$ cat config.mk
export PLATFORM = sky130hd
export DESIGN_NAME = ucp_host_port
export DESIGN_NICKNAME = d
export VERILOG_FILES = /design/src/ucp_pkg.sv /design/src/ucp_byte_fifo.sv /design/src/ucp_host_port.sv
export SDC_FILE = /design/constraint.sdc
export NUM_CORES = 1
export LEC_CHECK = 0
export BUFFER_PORTS_ARGS = -buffer_cell sky130_fd_sc_hd__clkbuf_2
export CAP_MARGIN = 20
export CORE_ASPECT_RATIO = 1.2
export CORE_MARGIN = 2
export CORE_UTILIZATION = 40
export DETAILED_ROUTE_END_ITERATION = 10
export GPL_TIMING_DRIVEN = 1
export HOLD_SLACK_MARGIN = 0.08
export PLACE_DENSITY_LB_ADDON = 0.15
export SKIP_LAST_GASP = 1
export SLEW_MARGIN = 15
export SYNTH_ARGS = -nofsm -noshare
export SYNTH_HDL_FRONTEND = slang
export SYNTH_HIERARCHICAL = 1
export SYNTH_SLANG_ARGS = --single-unit
$ cat constraint.sdc
create_clock -name clk -period 4.05 [get_ports clk]
set_clock_uncertainty 0.15 [all_clocks]
set_input_delay 0.81 -clock clk [delete_from_list [all_inputs] [get_ports clk]]
set_output_delay 0.81 -clock clk [all_outputs]
set_load 0.02 [all_outputs]
$ cat src/ucp_pkg.sv
// ucp_pkg: constants and carrier types for the uart-compatible host port
// assumes a single 125 MHz core clock and an 8-bit host bus
package ucp_pkg;
    // host register addresses
    localparam logic [2:0] ADDR_DATA = 3'h0;
    localparam logic [2:0] ADDR_IEN = 3'h1;
    localparam logic [2:0] ADDR_IID = 3'h2;
    localparam logic [2:0] ADDR_LCTL = 3'h3;
    localparam logic [2:0] ADDR_MCTL = 3'h4;
    localparam logic [2:0] ADDR_LSTAT = 3'h5;
    localparam logic [2:0] ADDR_MSTAT = 3'h6;
    localparam logic [2:0] ADDR_XDIV = 3'h7;
    // reset values
    localparam logic [7:0] IEN_RESET = 8'h00;
    localparam logic [7:0] FCTL_RESET = 8'h00;
    localparam logic [7:0] LCTL_RESET = 8'h00;
    localparam logic [7:0] MCTL_RESET = 8'h00;
    localparam logic [7:0] DIV_RESET = 8'h00;
    // field positions
    localparam int FC_ENABLE = 0;
    localparam int FC_RX_RESET = 1;
    localparam int FC_TX_RESET = 2;
    localparam int LC_DIVSEL = 7;
    localparam int MC_INT_EN = 3;
    // interrupt identifiers (bits 3:1)
    localparam logic [2:0] IID_LINE = 3'h3;
    localparam logic [2:0] IID_TRIG = 3'h2;
    localparam logic [2:0] IID_TMO = 3'h6;
    localparam logic [2:0] IID_TRANSMIT_HOLDING_EMPTY_FLAG = 3'h1;
    localparam logic [2:0] IID_MODEM = 3'h0;
    // fifo geometry and trigger levels
    localparam int FIFO_DEPTH = 16;
    localparam logic [4:0] TRIG_LVL0 = 5'h01;
    localparam logic [4:0] TRIG_LVL1 = 5'h04;
    localparam logic [4:0] TRIG_LVL2 = 5'h08;
    localparam logic [4:0] TRIG_LVL3 = 5'h0e;
    // receive timeout
    localparam int CLK_MHZ = 125;
    localparam int RX_TMO_US = 4;
    localparam int RX_TMO_CYCLES = RX_TMO_US * CLK_MHZ;

    // host bus request
    typedef struct packed {
        logic rd;
        logic wr;
        logic [2:0] addr;
        logic [7:0] wdata;
    } ucp_host_req_s;

    // micro-controller side byte with its three error flags (break, framing, parity)
    typedef struct packed {
        logic [2:0] err;
        logic [7:0] data;
    } ucp_rx_byte_s;
endpackage

$ cat src/ucp_byte_fifo.sv
// ucp_byte_fifo: small synchronous fifo with flush and occupancy count
// assumes one clock; push on full and pop on empty are ignored
module ucp_byte_fifo #(
    parameter int WIDTH = 8,
    parameter int DEPTH = 16
) (
    input wire logic clk,
    input wire logic sys_rst,
    input wire logic flush,
    input wire logic push,
    input wire logic [WIDTH-1:0] pushData,
    input wire logic pop,
    output logic [WIDTH-1:0] headData,
    output logic [$clog2(DEPTH):0] count
);
    localparam int AW = $clog2(DEPTH);
    initial begin
        if (DEPTH < 2 || (1 << AW) != DEPTH) $error("depth must be a power of two");
    end

    logic [WIDTH-1:0] mem [DEPTH];
    logic [AW-1:0] wrPtr_q;
    logic [AW-1:0] rdPtr_q;
    logic doPush;
    logic doPop;

    assign doPush = push && (count != (AW+1)'(DEPTH));
    assign doPop = pop && (count != '0);
    assign headData = mem[rdPtr_q];

    // storage
    always_ff @(posedge clk) begin
        if (doPush) mem[wrPtr_q] <= pushData;
    end

    // pointers and occupancy
    always_ff @(posedge clk) begin
        if (sys_rst || flush) begin
            wrPtr_q <= '0;
            rdPtr_q <= '0;
            count <= '0;
        end else begin
            if (doPush) wrPtr_q <= wrPtr_q + AW'(1);
            if (doPop) rdPtr_q <= rdPtr_q + AW'(1);
            count <= count + (AW+1)'(doPush) - (AW+1)'(doPop);
        end
    end
endmodule

$ cat src/ucp_host_port.sv
// ucp_host_port: host-facing register set of a fifo uart, fed by a micro-controller
// assumes host strobes are one-cycle pulses synchronous to clk
module ucp_host_port
    import ucp_pkg::*;
#(
    parameter int DEPTH = ucp_pkg::FIFO_DEPTH,
    parameter int TMO_CYCLES = ucp_pkg::RX_TMO_CYCLES
) (
    input wire logic clk,
    input wire logic sys_rst,
    input wire logic deviceSelect_n,
    input wire ucp_pkg::ucp_host_req_s hostReq,
    output logic [7:0] hostRdata,
    output logic hostIrq,
    output logic interruptTristateControl_n,
    output logic [2:0] modemCtlOut,
    output logic [7:0] lineControl,
    input wire logic ucRxPush,
    input wire ucp_pkg::ucp_rx_byte_s ucRxByte,
    input wire logic ucStatusWr,
    input wire logic [2:0] ucStatusErr,
    input wire logic ucStopBit,
    input wire logic ucRxTimerEn,
    input wire logic ucTxPop,
    output logic [7:0] ucTxData,
    output logic ucTxValid,
    output logic ucRxReady,
    input wire logic [3:0] modemDelta,
    input wire logic ucMsrRead
);
    import ucp_pkg::*;
    localparam int CW = $clog2(DEPTH) + 1;
    localparam int TW = $clog2(TMO_CYCLES + 1);
    initial begin
        if (DEPTH < 16) $error("fifo depth below highest trigger level");
        if (TMO_CYCLES < 1) $error("timeout must be at least one cycle");
    end

    logic [7:0] ien_q, fctl_q, lctl_q, mctl_q, divLo_q, divHi_q, divX_q, aux_q;
    logic [2:0] errShadow_q;
    logic [2:0] lsErr_q;
    logic overrun_q, transmit_holding_empty_flag_q, txFlushSeen_q, rxFlushSeen_q, modemPend_q, tmo_q, ready_q;
    logic [3:0] iidFrozen_q;
    logic [1:0] iidFifo_q;
    logic iidHold_q;
    logic [TW-1:0] tmoCnt_q;
    logic [CW-1:0] rxCount, txCount;
    ucp_rx_byte_s rxHead;
    logic [7:0] txHead;
    logic rd, wr, divSel, fifoMode;
    logic rdData, wrData, rdLstat, rdIid, rdMstat, wrFctl;
    logic modeChange, rxFlush, txFlush, rxFull, txFull, rxPush;
    logic [4:0] trigLvl;
    logic lineInt, trigInt, tmoInt, thrInt, modemInt;
    logic [3:0] iidLive;
    logic [7:0] rdMux;
    logic errInFifo;
    logic [DEPTH-1:0] errMap_q;

    // decode: one access per strobe, only while selected
    assign rd = hostReq.rd && !deviceSelect_n;
    assign wr = hostReq.wr && !deviceSelect_n;
    assign divSel = lctl_q[LC_DIVSEL];
    assign fifoMode = fctl_q[FC_ENABLE];
    assign rdData = rd && hostReq.addr == ADDR_DATA && !divSel;
    assign wrData = wr && hostReq.addr == ADDR_DATA && !divSel;
    assign rdLstat = rd && hostReq.addr == ADDR_LSTAT;
    assign rdIid = rd && hostReq.addr == ADDR_IID;
    assign rdMstat = rd && hostReq.addr == ADDR_MSTAT;
    assign wrFctl = wr && hostReq.addr == ADDR_IID;

    // fifo control effects: mode change and self-clearing resets
    assign modeChange = wrFctl && (hostReq.wdata[FC_ENABLE] != fctl_q[FC_ENABLE]);
    assign rxFlush = modeChange || (wrFctl && hostReq.wdata[FC_ENABLE]
        && hostReq.wdata[FC_RX_RESET]);
    assign txFlush = modeChange || (wrFctl && hostReq.wdata[FC_ENABLE]
        && hostReq.wdata[FC_TX_RESET]);

    // single-byte mode holds one byte, fifo mode the full depth
    assign rxFull = fifoMode ? (rxCount == CW'(DEPTH)) : (rxCount != '0);
    assign txFull = fifoMode ? (txCount == CW'(DEPTH)) : (txCount != '0);
    assign rxPush = ucRxPush && !rxFull;

    ucp_byte_fifo #(.WIDTH(11), .DEPTH(DEPTH)) rxFifo (
        .clk(clk),
        .sys_rst(sys_rst),
        .flush(rxFlush),
        .push(rxPush),
        .pushData({errShadow_q | ucRxByte.err, ucRxByte.data}),
        .pop(rdData),
        .headData(rxHead),
        .count(rxCount)
    );

    ucp_byte_fifo #(.WIDTH(8), .DEPTH(DEPTH)) txFifo (
        .clk(clk),
        .sys_rst(sys_rst),
        .flush(txFlush),
        .push(wrData && !txFull),
        .pushData(hostReq.wdata),
        .pop(ucTxPop),
        .headData(txHead),
        .count(txCount)
    );

    // per-slot error map mirrors the rx fifo for the data-error summary
    always_ff @(posedge clk) begin
        if (sys_rst || rxFlush) begin
            errMap_q <= '0;
        end else begin
            errMap_q <= (errMap_q >> (rdData && rxCount != '0))
                | (DEPTH'(rxPush && (errShadow_q | ucRxByte.err) != 3'h0)
                << (rxCount - CW'(rdData && rxCount != '0)));
        end
    end
    assign errInFifo = |errMap_q;

    // trigger level table
    always_comb begin
        case (fctl_q[7:6])
            2'h0: trigLvl = TRIG_LVL0;
            2'h1: trigLvl = TRIG_LVL1;
            2'h2: trigLvl = TRIG_LVL2;
            default: trigLvl = TRIG_LVL3;
        endcase
    end

    // host-written control registers
    always_ff @(posedge clk) begin
        if (sys_rst) begin
            ien_q <= IEN_RESET;
            fctl_q <= FCTL_RESET;
            lctl_q <= LCTL_RESET;
            mctl_q <= MCTL_RESET;
            divLo_q <= DIV_RESET;
            divHi_q <= DIV_RESET;
            divX_q <= DIV_RESET;
            aux_q <= DIV_RESET;
        end else if (wr) begin
            case (hostReq.addr)
                ADDR_DATA: if (divSel) divLo_q <= hostReq.wdata;
                ADDR_IEN: begin
                    if (divSel) divHi_q <= hostReq.wdata;
                    else ien_q <= {4'h0, hostReq.wdata[3:0]};
                end
                ADDR_IID: begin
                    if (hostReq.wdata[FC_ENABLE]) begin
                        fctl_q <= {hostReq.wdata[7:3], 2'h0, 1'b1};
                    end else begin
                        fctl_q[FC_ENABLE] <= 1'b0;
                    end
                end
                ADDR_LCTL: lctl_q <= hostReq.wdata;
                ADDR_MCTL: begin
                    if (divSel) aux_q <= hostReq.wdata;
                    else mctl_q <= {3'h0, hostReq.wdata[4:0]};
                end
                ADDR_XDIV: if (divSel) divX_q <= hostReq.wdata;
                default: ;
            endcase
        end
    end

    // fifo reset shadows, held until the host reads fifo status
    always_ff @(posedge clk) begin
        if (sys_rst) begin
            txFlushSeen_q <= 1'b0;
            rxFlushSeen_q <= 1'b0;
        end else begin
            if (txFlush && wrFctl && hostReq.wdata[FC_TX_RESET]) txFlushSeen_q <= 1'b1;
            else if (rdIid) txFlushSeen_q <= 1'b0;
            if (rxFlush && wrFctl && hostReq.wdata[FC_RX_RESET]) rxFlushSeen_q <= 1'b1;
            else if (rdIid) rxFlushSeen_q <= 1'b0;
        end
    end

    // error shadow from the controller, consumed by the next controller push, stored or dropped
    always_ff @(posedge clk) begin
        if (sys_rst || modeChange) begin
            errShadow_q <= 3'h0;
        end else if (ucStatusWr) begin
            errShadow_q <= ucStatusErr;
        end else if (ucRxPush) begin
            errShadow_q <= 3'h0;
        end
    end

    // line status error and overrun bits; events win over the clearing read
    always_ff @(posedge clk) begin
        if (sys_rst || modeChange) begin
            lsErr_q <= 3'h0;
            overrun_q <= 1'b0;
        end else begin
            if (rdData && rxCount != '0) lsErr_q <= rxHead.err;
            else if (rdLstat) lsErr_q <= 3'h0;
            if (ucRxPush && rxFull) overrun_q <= 1'b1;
            else if (rdLstat) overrun_q <= 1'b0;
        end
    end

    // transmit holding empty flag
    always_ff @(posedge clk) begin
        if (sys_rst || modeChange) begin
            transmit_holding_empty_flag_q <= 1'b1;
        end else if (txCount == CW'(1) && ucTxPop) begin
            transmit_holding_empty_flag_q <= 1'b1;
        end else if (fifoMode ? (txCount >= CW'(trigLvl)) : wrData) begin
            transmit_holding_empty_flag_q <= 1'b0;
        end
    end

    // transmit-empty interrupt: armed on empty, disarmed by write or ident read
    logic thrPend_q;
    always_ff @(posedge clk) begin
        if (sys_rst || modeChange) begin
            thrPend_q <= 1'b1;
        end else if (txCount == CW'(1) && ucTxPop) begin
            thrPend_q <= 1'b1;
        end else if (wrData || (rdIid && iidFrozen_q[3:1] == IID_TRANSMIT_HOLDING_EMPTY_FLAG && !iidFrozen_q[0])) begin
            thrPend_q <= 1'b0;
        end
    end

    // modem delta pending, cleared by a modem status read
    always_ff @(posedge clk) begin
        if (sys_rst || modeChange) modemPend_q <= 1'b0;
        else if (|modemDelta) modemPend_q <= 1'b1;
        else if (rdMstat || ucMsrRead) modemPend_q <= 1'b0;
    end

    // receive timeout counter and data-ready delay
    always_ff @(posedge clk) begin
        if (sys_rst || rxFlush || rxCount == '0) begin
            tmoCnt_q <= '0;
            tmo_q <= 1'b0;
            ready_q <= 1'b0;
        end else if (rdData || ucStopBit || rxPush) begin
            tmoCnt_q <= '0;
            tmo_q <= rdData ? 1'b0 : tmo_q;
            ready_q <= ready_q || !ucRxTimerEn;
        end else if (tmoCnt_q == TW'(TMO_CYCLES)) begin
            tmo_q <= 1'b1;
            ready_q <= 1'b1;
        end else begin
            tmoCnt_q <= tmoCnt_q + TW'(1);
            ready_q <= ready_q || !ucRxTimerEn;
        end
    end

    // interrupt sources and priority
    assign lineInt = ien_q[2] && (overrun_q || lsErr_q != 3'h0);
    assign trigInt = ien_q[0] && (fifoMode ? (rxCount >= CW'(trigLvl)) : ready_q);
    assign tmoInt = ien_q[0] && tmo_q;
    assign thrInt = ien_q[1] && thrPend_q && transmit_holding_empty_flag_q;
    assign modemInt = ien_q[3] && modemPend_q;

    always_comb begin
        if (lineInt) iidLive = {IID_LINE, 1'b0};
        else if (trigInt) iidLive = {IID_TRIG, 1'b0};
        else if (tmoInt) iidLive = {IID_TMO, 1'b0};
        else if (thrInt) iidLive = {IID_TRANSMIT_HOLDING_EMPTY_FLAG, 1'b0};
        else if (modemInt) iidLive = {IID_MODEM, 1'b0};
        else iidLive = 4'h1;
    end

    // identification snapshot, frozen while the host read is in progress
    always_ff @(posedge clk) begin
        if (sys_rst) begin
            iidFrozen_q <= 4'h1;
            iidFifo_q <= 2'h0;
            iidHold_q <= 1'b0;
        end else begin
            iidHold_q <= rdIid;
            if (!rdIid && !iidHold_q) begin
                iidFrozen_q <= iidLive;
                iidFifo_q <= {2{fifoMode && !fctl_q[3]}};
            end
        end
    end

    // read data multiplexer
    always_comb begin
        rdMux = 8'h00;
        case (hostReq.addr)
            ADDR_DATA: rdMux = divSel ? divLo_q : rxHead.data;
            ADDR_IEN: rdMux = divSel ? divHi_q : {4'h0, ien_q[3:0]};
            ADDR_IID: rdMux = {iidFifo_q, 2'h0, iidFrozen_q};
            ADDR_LCTL: rdMux = lctl_q;
            ADDR_MCTL: rdMux = divSel ? aux_q : mctl_q;
            ADDR_LSTAT: rdMux = {errInFifo, transmit_holding_empty_flag_q, transmit_holding_empty_flag_q, lsErr_q, overrun_q, ready_q};
            ADDR_XDIV: rdMux = divSel ? divX_q : 8'h00;
            default: rdMux = 8'h00;
        endcase
    end

    // registered outputs
    always_ff @(posedge clk) begin
        if (sys_rst) begin
            hostRdata <= 8'h00;
            hostIrq <= 1'b0;
            interruptTristateControl_n <= 1'b0;
            modemCtlOut <= 3'h0;
            lineControl <= LCTL_RESET;
            ucTxData <= 8'h00;
            ucTxValid <= 1'b0;
            ucRxReady <= 1'b0;
        end else begin
            if (rd) hostRdata <= rdMux;
            hostIrq <= !iidLive[0];
            interruptTristateControl_n <= mctl_q[MC_INT_EN];
            modemCtlOut <= mctl_q[2:0];
            lineControl <= lctl_q;
            ucTxData <= txHead;
            ucTxValid <= txCount != '0 && !(ucTxPop && txCount == CW'(1));
            ucRxReady <= rxCount != '0;
        end
    end
endmodule

* Word level (Yosys, flattened, before mapping)
Memory sizes are Yosys's and may differ from the RTL's. A register that Yosys moved wholly into a read port is not among the register bits.
Index checks and enable logic that the tools add are counted.
** Storage, ports and cells
- Bits in latches :: 0
- Bits in registers :: 147
- Memory bits (writable) :: 304
- Output and inout bits :: 31
- Input bits :: 40
- Word-level logic and storage cells :: 190
- ROM bits :: 0
- Memories :: 2
** Memories
- rxFifo.mem :: depth 16, width 11, rd ports 1, clocked after Yosys merged registers in 1, write ports 1, line ucp_byte_fifo.sv:21 : logic [WIDTH-1:0] mem [DEPTH];
- txFifo.mem :: depth 16, width 8, rd ports 1, clocked after Yosys merged registers in 1, write ports 1, line ucp_byte_fifo.sv:21
** Operators by class
- Shifts and indexed selects :: 2
- Bitwise gates (word level) :: 3
- Multiplexer cells :: 35
- $lt $le $gt $ge :: 2
- Div/mod/pow operators :: 0
- Equality and inequality tests :: 18
- Add/sub/neg operators :: 10
- Reductions and logical operators :: 83
- Multiply operators :: 0
** Operator list (count)
- 8-bit one-hot mux with 7 select lines :: 1
- 1-bit logical AND :: 34
- 8-bit 2-to-1 mux :: 4
- 3-bit AND reduction :: 7
- 4-bit 2-to-1 mux :: 5
- 1-bit 2-to-1 mux :: 19
- 4-bit by 1-bit adder with 4-bit output, second input constant :: 4
- 16-bit OR :: 1
- 16-bit OR reduction :: 1
- 1-bit by 5-bit left shift with 16-bit output :: 1
- 16-bit by 1-bit right shift with 16-bit output :: 1
- 5-bit by 1-bit subtractor with 5-bit output :: 3
- 3-bit == test, second input constant :: 4
- 1-bit logical OR :: 12
- 3-bit 2-to-1 mux :: 4
- 4-bit one-hot mux with 3 select lines :: 1
- 1-bit logical NOT :: 11
- 5-bit by 1-bit adder with 5-bit output :: 2
- 5-bit == test, second input constant :: 2
- 5-bit >= comparator :: 2
- 5-bit != test, second input constant :: 2
- 2-bit nonzero test :: 5
- 5-bit nonzero test :: 2
- 9-bit by 1-bit adder with 9-bit output, second input constant :: 1
- 18 further kinds :: 24

* Longest topological paths before layout
- Depth after elaboration :: 9
- Gate-level depth with buffers :: 15
- Gate-level depth less buffers :: 14

* Cells and area by module
The synthesis kept the hierarchy.
** Modules (own cells, without submodules)
- ucp_byte_fifo (rxFifo) :: times used 1, cells an instance 384, area an instance 7626.1 µm², seq. area each 5625.4 µm²
- ucp_host_port :: times used 1, cells an instance 659, area an instance 5884.4 µm², seq. area each 2542.4 µm²
- ucp_byte_fifo (txFifo) :: times used 1, cells an instance 311, area an instance 5769.3 µm², seq. area each 4184.0 µm²

* Worst setup path before layout
OpenSTA, ideal clock, no wires.
- Path type :: input -> register
- From :: input port deviceSelect_n
- To :: register txFifo.count[4]
- Required time :: 3774 ps
- Library setup time :: 126 ps
- Stages on the path :: 15
- Path buffers :: 1
- Slack :: 426 ps
- Arrival time :: 3348 ps
- Path through :: nand2b_1 -> nor2_1 -> nand2_1 -> a211oi_1 -> and2_1 -> clkbuf_1 -> nand2_1 -> nand2_1 -> ha_1 -> inv_1 -> fa_1 -> nand2b_1 -> a21oi_1 -> o21ai_0 -> nor3b_1
** On the way
- Cells in the longest elaborated chain, start to end :: 8
- Elaborated cells between the ends (all ways) :: 14
- Those cells by class :: add/sub (2); reduce/logical (12)
** RTL lines
- start, declared :: line ucp_host_port.sv:11 : input wire logic deviceSelect_n,
- 1-bit logical NOT * :: line ucp_host_port.sv:62 : assign wr = hostReq.wr && !deviceSelect_n;
- 1-bit logical AND * :: line ucp_host_port.sv:62
- 1-bit logical AND (2 in series) :: line ucp_host_port.sv:66 : assign wrData = wr && hostReq.addr == ADDR_DATA && !divSel;
- 1-bit logical AND :: line ucp_host_port.sv:99 : .push(wrData && !txFull),
- 1-bit logical AND :: line ucp_byte_fifo.sv:27 : assign doPush = push && (count != (AW+1)'(DEPTH));
- 5-bit by 1-bit adder with 5-bit output :: line ucp_byte_fifo.sv:45 : count <= count + (AW+1)'(doPush) - (AW+1)'(doPop);
- 5-bit by 1-bit subtractor with 5-bit output :: line ucp_byte_fifo.sv:45
- end signal, assigned :: line ucp_byte_fifo.sv:45
- end, declared :: line ucp_byte_fifo.sv:14 : output logic [$clog2(DEPTH):0] count
Every way passes the cells marked *; elsewhere a longest branch is shown, timed or not.
A chain may end at the register's enable or synchronous reset.

* Final worst setup path
- From :: register rxFifo.count[2]
- To :: register rxFifo.count[4]
** On the way
- Cells in the longest elaborated chain, start to end :: 7
- Elaborated cells between the ends (all ways) :: 10
- Those cells by class :: add/sub (2); eq/ne (2); mux (1); reduce/logical (5)
** RTL lines
- start, declared :: line ucp_byte_fifo.sv:14
- start signal, assigned :: line ucp_byte_fifo.sv:45
- 5-bit == test or 5-bit nonzero test (tied branches) :: line ucp_host_port.sv:80, ucp_byte_fifo.sv:28
- 1-bit 2-to-1 mux :: line ucp_host_port.sv:80 : assign rxFull = fifoMode ? (rxCount == CW'(DEPTH)) : (rxCount != '0);
- 1-bit logical NOT :: line ucp_host_port.sv:82 : assign rxPush = ucRxPush && !rxFull;
- 1-bit logical AND :: line ucp_host_port.sv:82
- 1-bit logical AND :: line ucp_byte_fifo.sv:27
- 5-bit by 1-bit adder with 5-bit output :: line ucp_byte_fifo.sv:45
- 5-bit by 1-bit subtractor with 5-bit output * :: line ucp_byte_fifo.sv:45
Marked as above.

==> metrics <==
mean routed wirelength per cell=21.0 µm; # Max-Cap Violations=0; commonest non-fill, non-tap cell in the layout=edfxtp_1; Setup crit end kind=flop; Synth area leaders=edfxtp_1 47%, dfxtp_1 17%, mux4_2 5.6%; initial antenna violation count=0; crit-path max FO=11; Fillers=4276; Worst-path clk slew=60 ps; Post-CTS Hold Fix Bufs=0; vias post-DR=11378; global route overflow=0; synth unique cells=80; RSZ-0062 raised after global routing=false; I/O pins=71; final wirelength=44.8 mm; synthesized area per cell=14.2 µm²; max_slew headroom=35.1%; R2R Setup Slk=830 ps; n_diodes=0; Setup TNS Final=0 ps; num rows=88; combinational group share of total power=14.7%; share of layout cells above drive strength 1=19.2%; sequential cell area fraction in the yosys report=64.1%; 1st-iter DRT viols=690; first-pass GRT wire length=68.6 mm; Netlist Area Pre-Place=19300 µm²; vias per cell=5.32; Total GRT Usage=18.2%; PwrDens=527 nW/µm²; period utilisation layout=79.5%; worst-margin pin slew=958 ps; total die area=50000 µm²; Total Power=11600 µW; Skew-Pair Late Insertion Delay=610 ps; vias in the first global route=11460; Root Buffer=clkbuf_16; Place WS=437 ps; H-tree Lvls=2; post-CTS sizing=0; final hold vios=0; CTS buffer count=48; Final Critical Period=3220 ps; Worst setup SP type=flop; Post-synth EDFFs=304; maximum vdd drop=0.376 mV; commonest non-fill, non-tap cells in the layout=304 x edfxtp_1, 157 x dfxtp_1, 136 x nor2_1; cell-internal power=8580 µW; post-synthesis cell count=1354; critical path class=flop to flop; Yosys warning count=6; 1st-pass router iterations=5; Initial Utilization=40.3%; Clock power frac=38.0%; Clock Path Buffers=3; fmax=0.310 GHz; min-delay worst type=input pin to flop; CP Data Arrival Time=3570 ps; Seq pwr share=47.3%; NumNets Final=1540; Yosys reg bits=465; Final HPWL DP=30.4 mm; post-synth top area share=47.3%; DIE WIDTH=204 µm; setup slack after layout=829 ps; setup violators final=0; antenna-violating nets left=0; largest net degree at the start of global routing=64; status=finished, final reports clean; area grow syn2layout=14.6%; Final Wtd Congestion=0.757; Multi-input gate area=6410 µm²; Post-synth top flop=edfxtp_1; sw frac=26.2%; CORE AREA=47900 µm²; postcts setup bufs=0; FFs w/ async S/R, synth=0%; register area=12400 µm²; post-synth top area cell=edfxtp_1; LEAKAGE=0.00758 µW; Switch Pwr=3050 µW; DR DRC count=0; clock sink total=465; Mapped Nets=1427; port bufs=70; Die H=244 µm; Hold Slack=293 ps; TritonCTS clock tree=yes; Max Slew Vio Count=0; Crit path required time=4390 ps
[critical path: stages, from the launching register on]
cell and delay [ps]:
dfxtp_1 650, inv_1 140, ha_1 250, or4b_4 230, nand2_1 110, or2_2 320, nand2_1 80, ha_1 160
inv_1 50, fa_1 380, nand2b_1 150, a21oi_1 170, nor3_1 70, nor3b_1 210
[final timing paths]
kind                                      start              end  cells past startpoint
worst max register to register  rxFifo/count[2]  rxFifo/count[4]                     13
worst max-delay path            rxFifo/count[2]  rxFifo/count[4]                     13
worst min-delay path                ucRxTimerEn          ready_q                      2
worst min register to register        mctl_q[2]        mctl_q[2]                      2
[area by class of cell]
cell class | instances | share of cell area (%)
sequential | 465 | 55.9
multi-input combinational | 789 | 29.0
clock buffer | 64 | 5.89
timing repair buffer | 131 | 3.67
tap | 630 | 3.57
clock inverter | 26 | 1.36
inverter | 32 | 0.544
[power groups by stage]
stage / combinational, µW / sequential [µW] / clock [µW]
after floorplan: 1320 / 5490 / 0
after global placement: 1710 / 5600 / 0
after detailed placement: 1730 / 5600 / 0
after CTS: 1740 / 5500 / 4550
after global routing: 1910 / 5530 / 4740
final: 1710 / 5500 / 4420
[synth_stat cells, drive strengths merged, types with 5 or more instances]
| master | count |
|---|---|
| a21o | 5 |
| a21oi | 40 |
| a22o | 10 |
| a22oi | 48 |
| a31oi | 17 |
| and2 | 7 |
| and3 | 9 |
| buf | 37 |
| clkbuf | 28 |
| dfxtp | 161 |
| edfxtp | 304 |
| ha | 31 |
| inv | 31 |
| mux2 | 6 |
| mux2i | 61 |
| mux4 | 77 |
| nand2 | 106 |
| nand2b | 14 |
| nand3 | 43 |
| nand4 | 5 |
| nor2 | 137 |
| nor2b | 29 |
| nor3 | 26 |
| nor3b | 10 |
| nor4 | 12 |
| nor4b | 5 |
| o21ai | 12 |
| or2 | 8 |
| xnor2 | 12 |
| xor2 | 15 |
[sequential cells by signal (all words and copies together) (netlist names), 5 cells and up, named ones only]
register,cells
aux_q,8
divHi_q,8
divLo_q,8
divX_q,8
errMap_q,16
hostRdata,8
lctl_q,8
lineControl,8
mctl_q,5
rxFifo/count,5
rxFifo/mem,176
tmoCnt_q,9
txFifo/count,5
txFifo/mem,128
ucTxData,8
[cell families (layout without fill, tap and decap cells)]
| family | count (synthesis) | count (layout) | share of synthesized area, % |
|---|---|---|---|
| fa+ha+maj | 33 | 33 | 2.22 |
| xor+xnor | 27 | 27 | 1.23 |
| simple gates | 428 | 428 | 11.2 |
| compound gates | 157 | 157 | 5.58 |
| buf+inv | 100 | 253 | 2.67 |
| flops | 465 | 465 | 64.1 |
| mux | 144 | 144 | 13.1 |
[metal layers]
layer | vias to the layer above | GRT usage [%] | share of wire, %
met1 | 5729 | 22.6 | 42
met2 | 220 | 32.4 | 52
met4 | 0 | 5.67 | 2.5
met3 | 76 | 2.72 | 3.4
met5 | - | 0 | 0
li1 | 5353 | - | -
[through the flow]
step / utilization (%) / std cells / area [µm²]
global route: 46.1 / 2137 / 22100
finish: 46.1 / 2137 / 22100
global placement: 42.8 / 2047 / 20500
floorplan: - / 1354 / 19300
CTS: 46.1 / 2137 / 22100
detailed placement: 42.8 / 2047 / 20500
(Power assumes the default switching activity.)
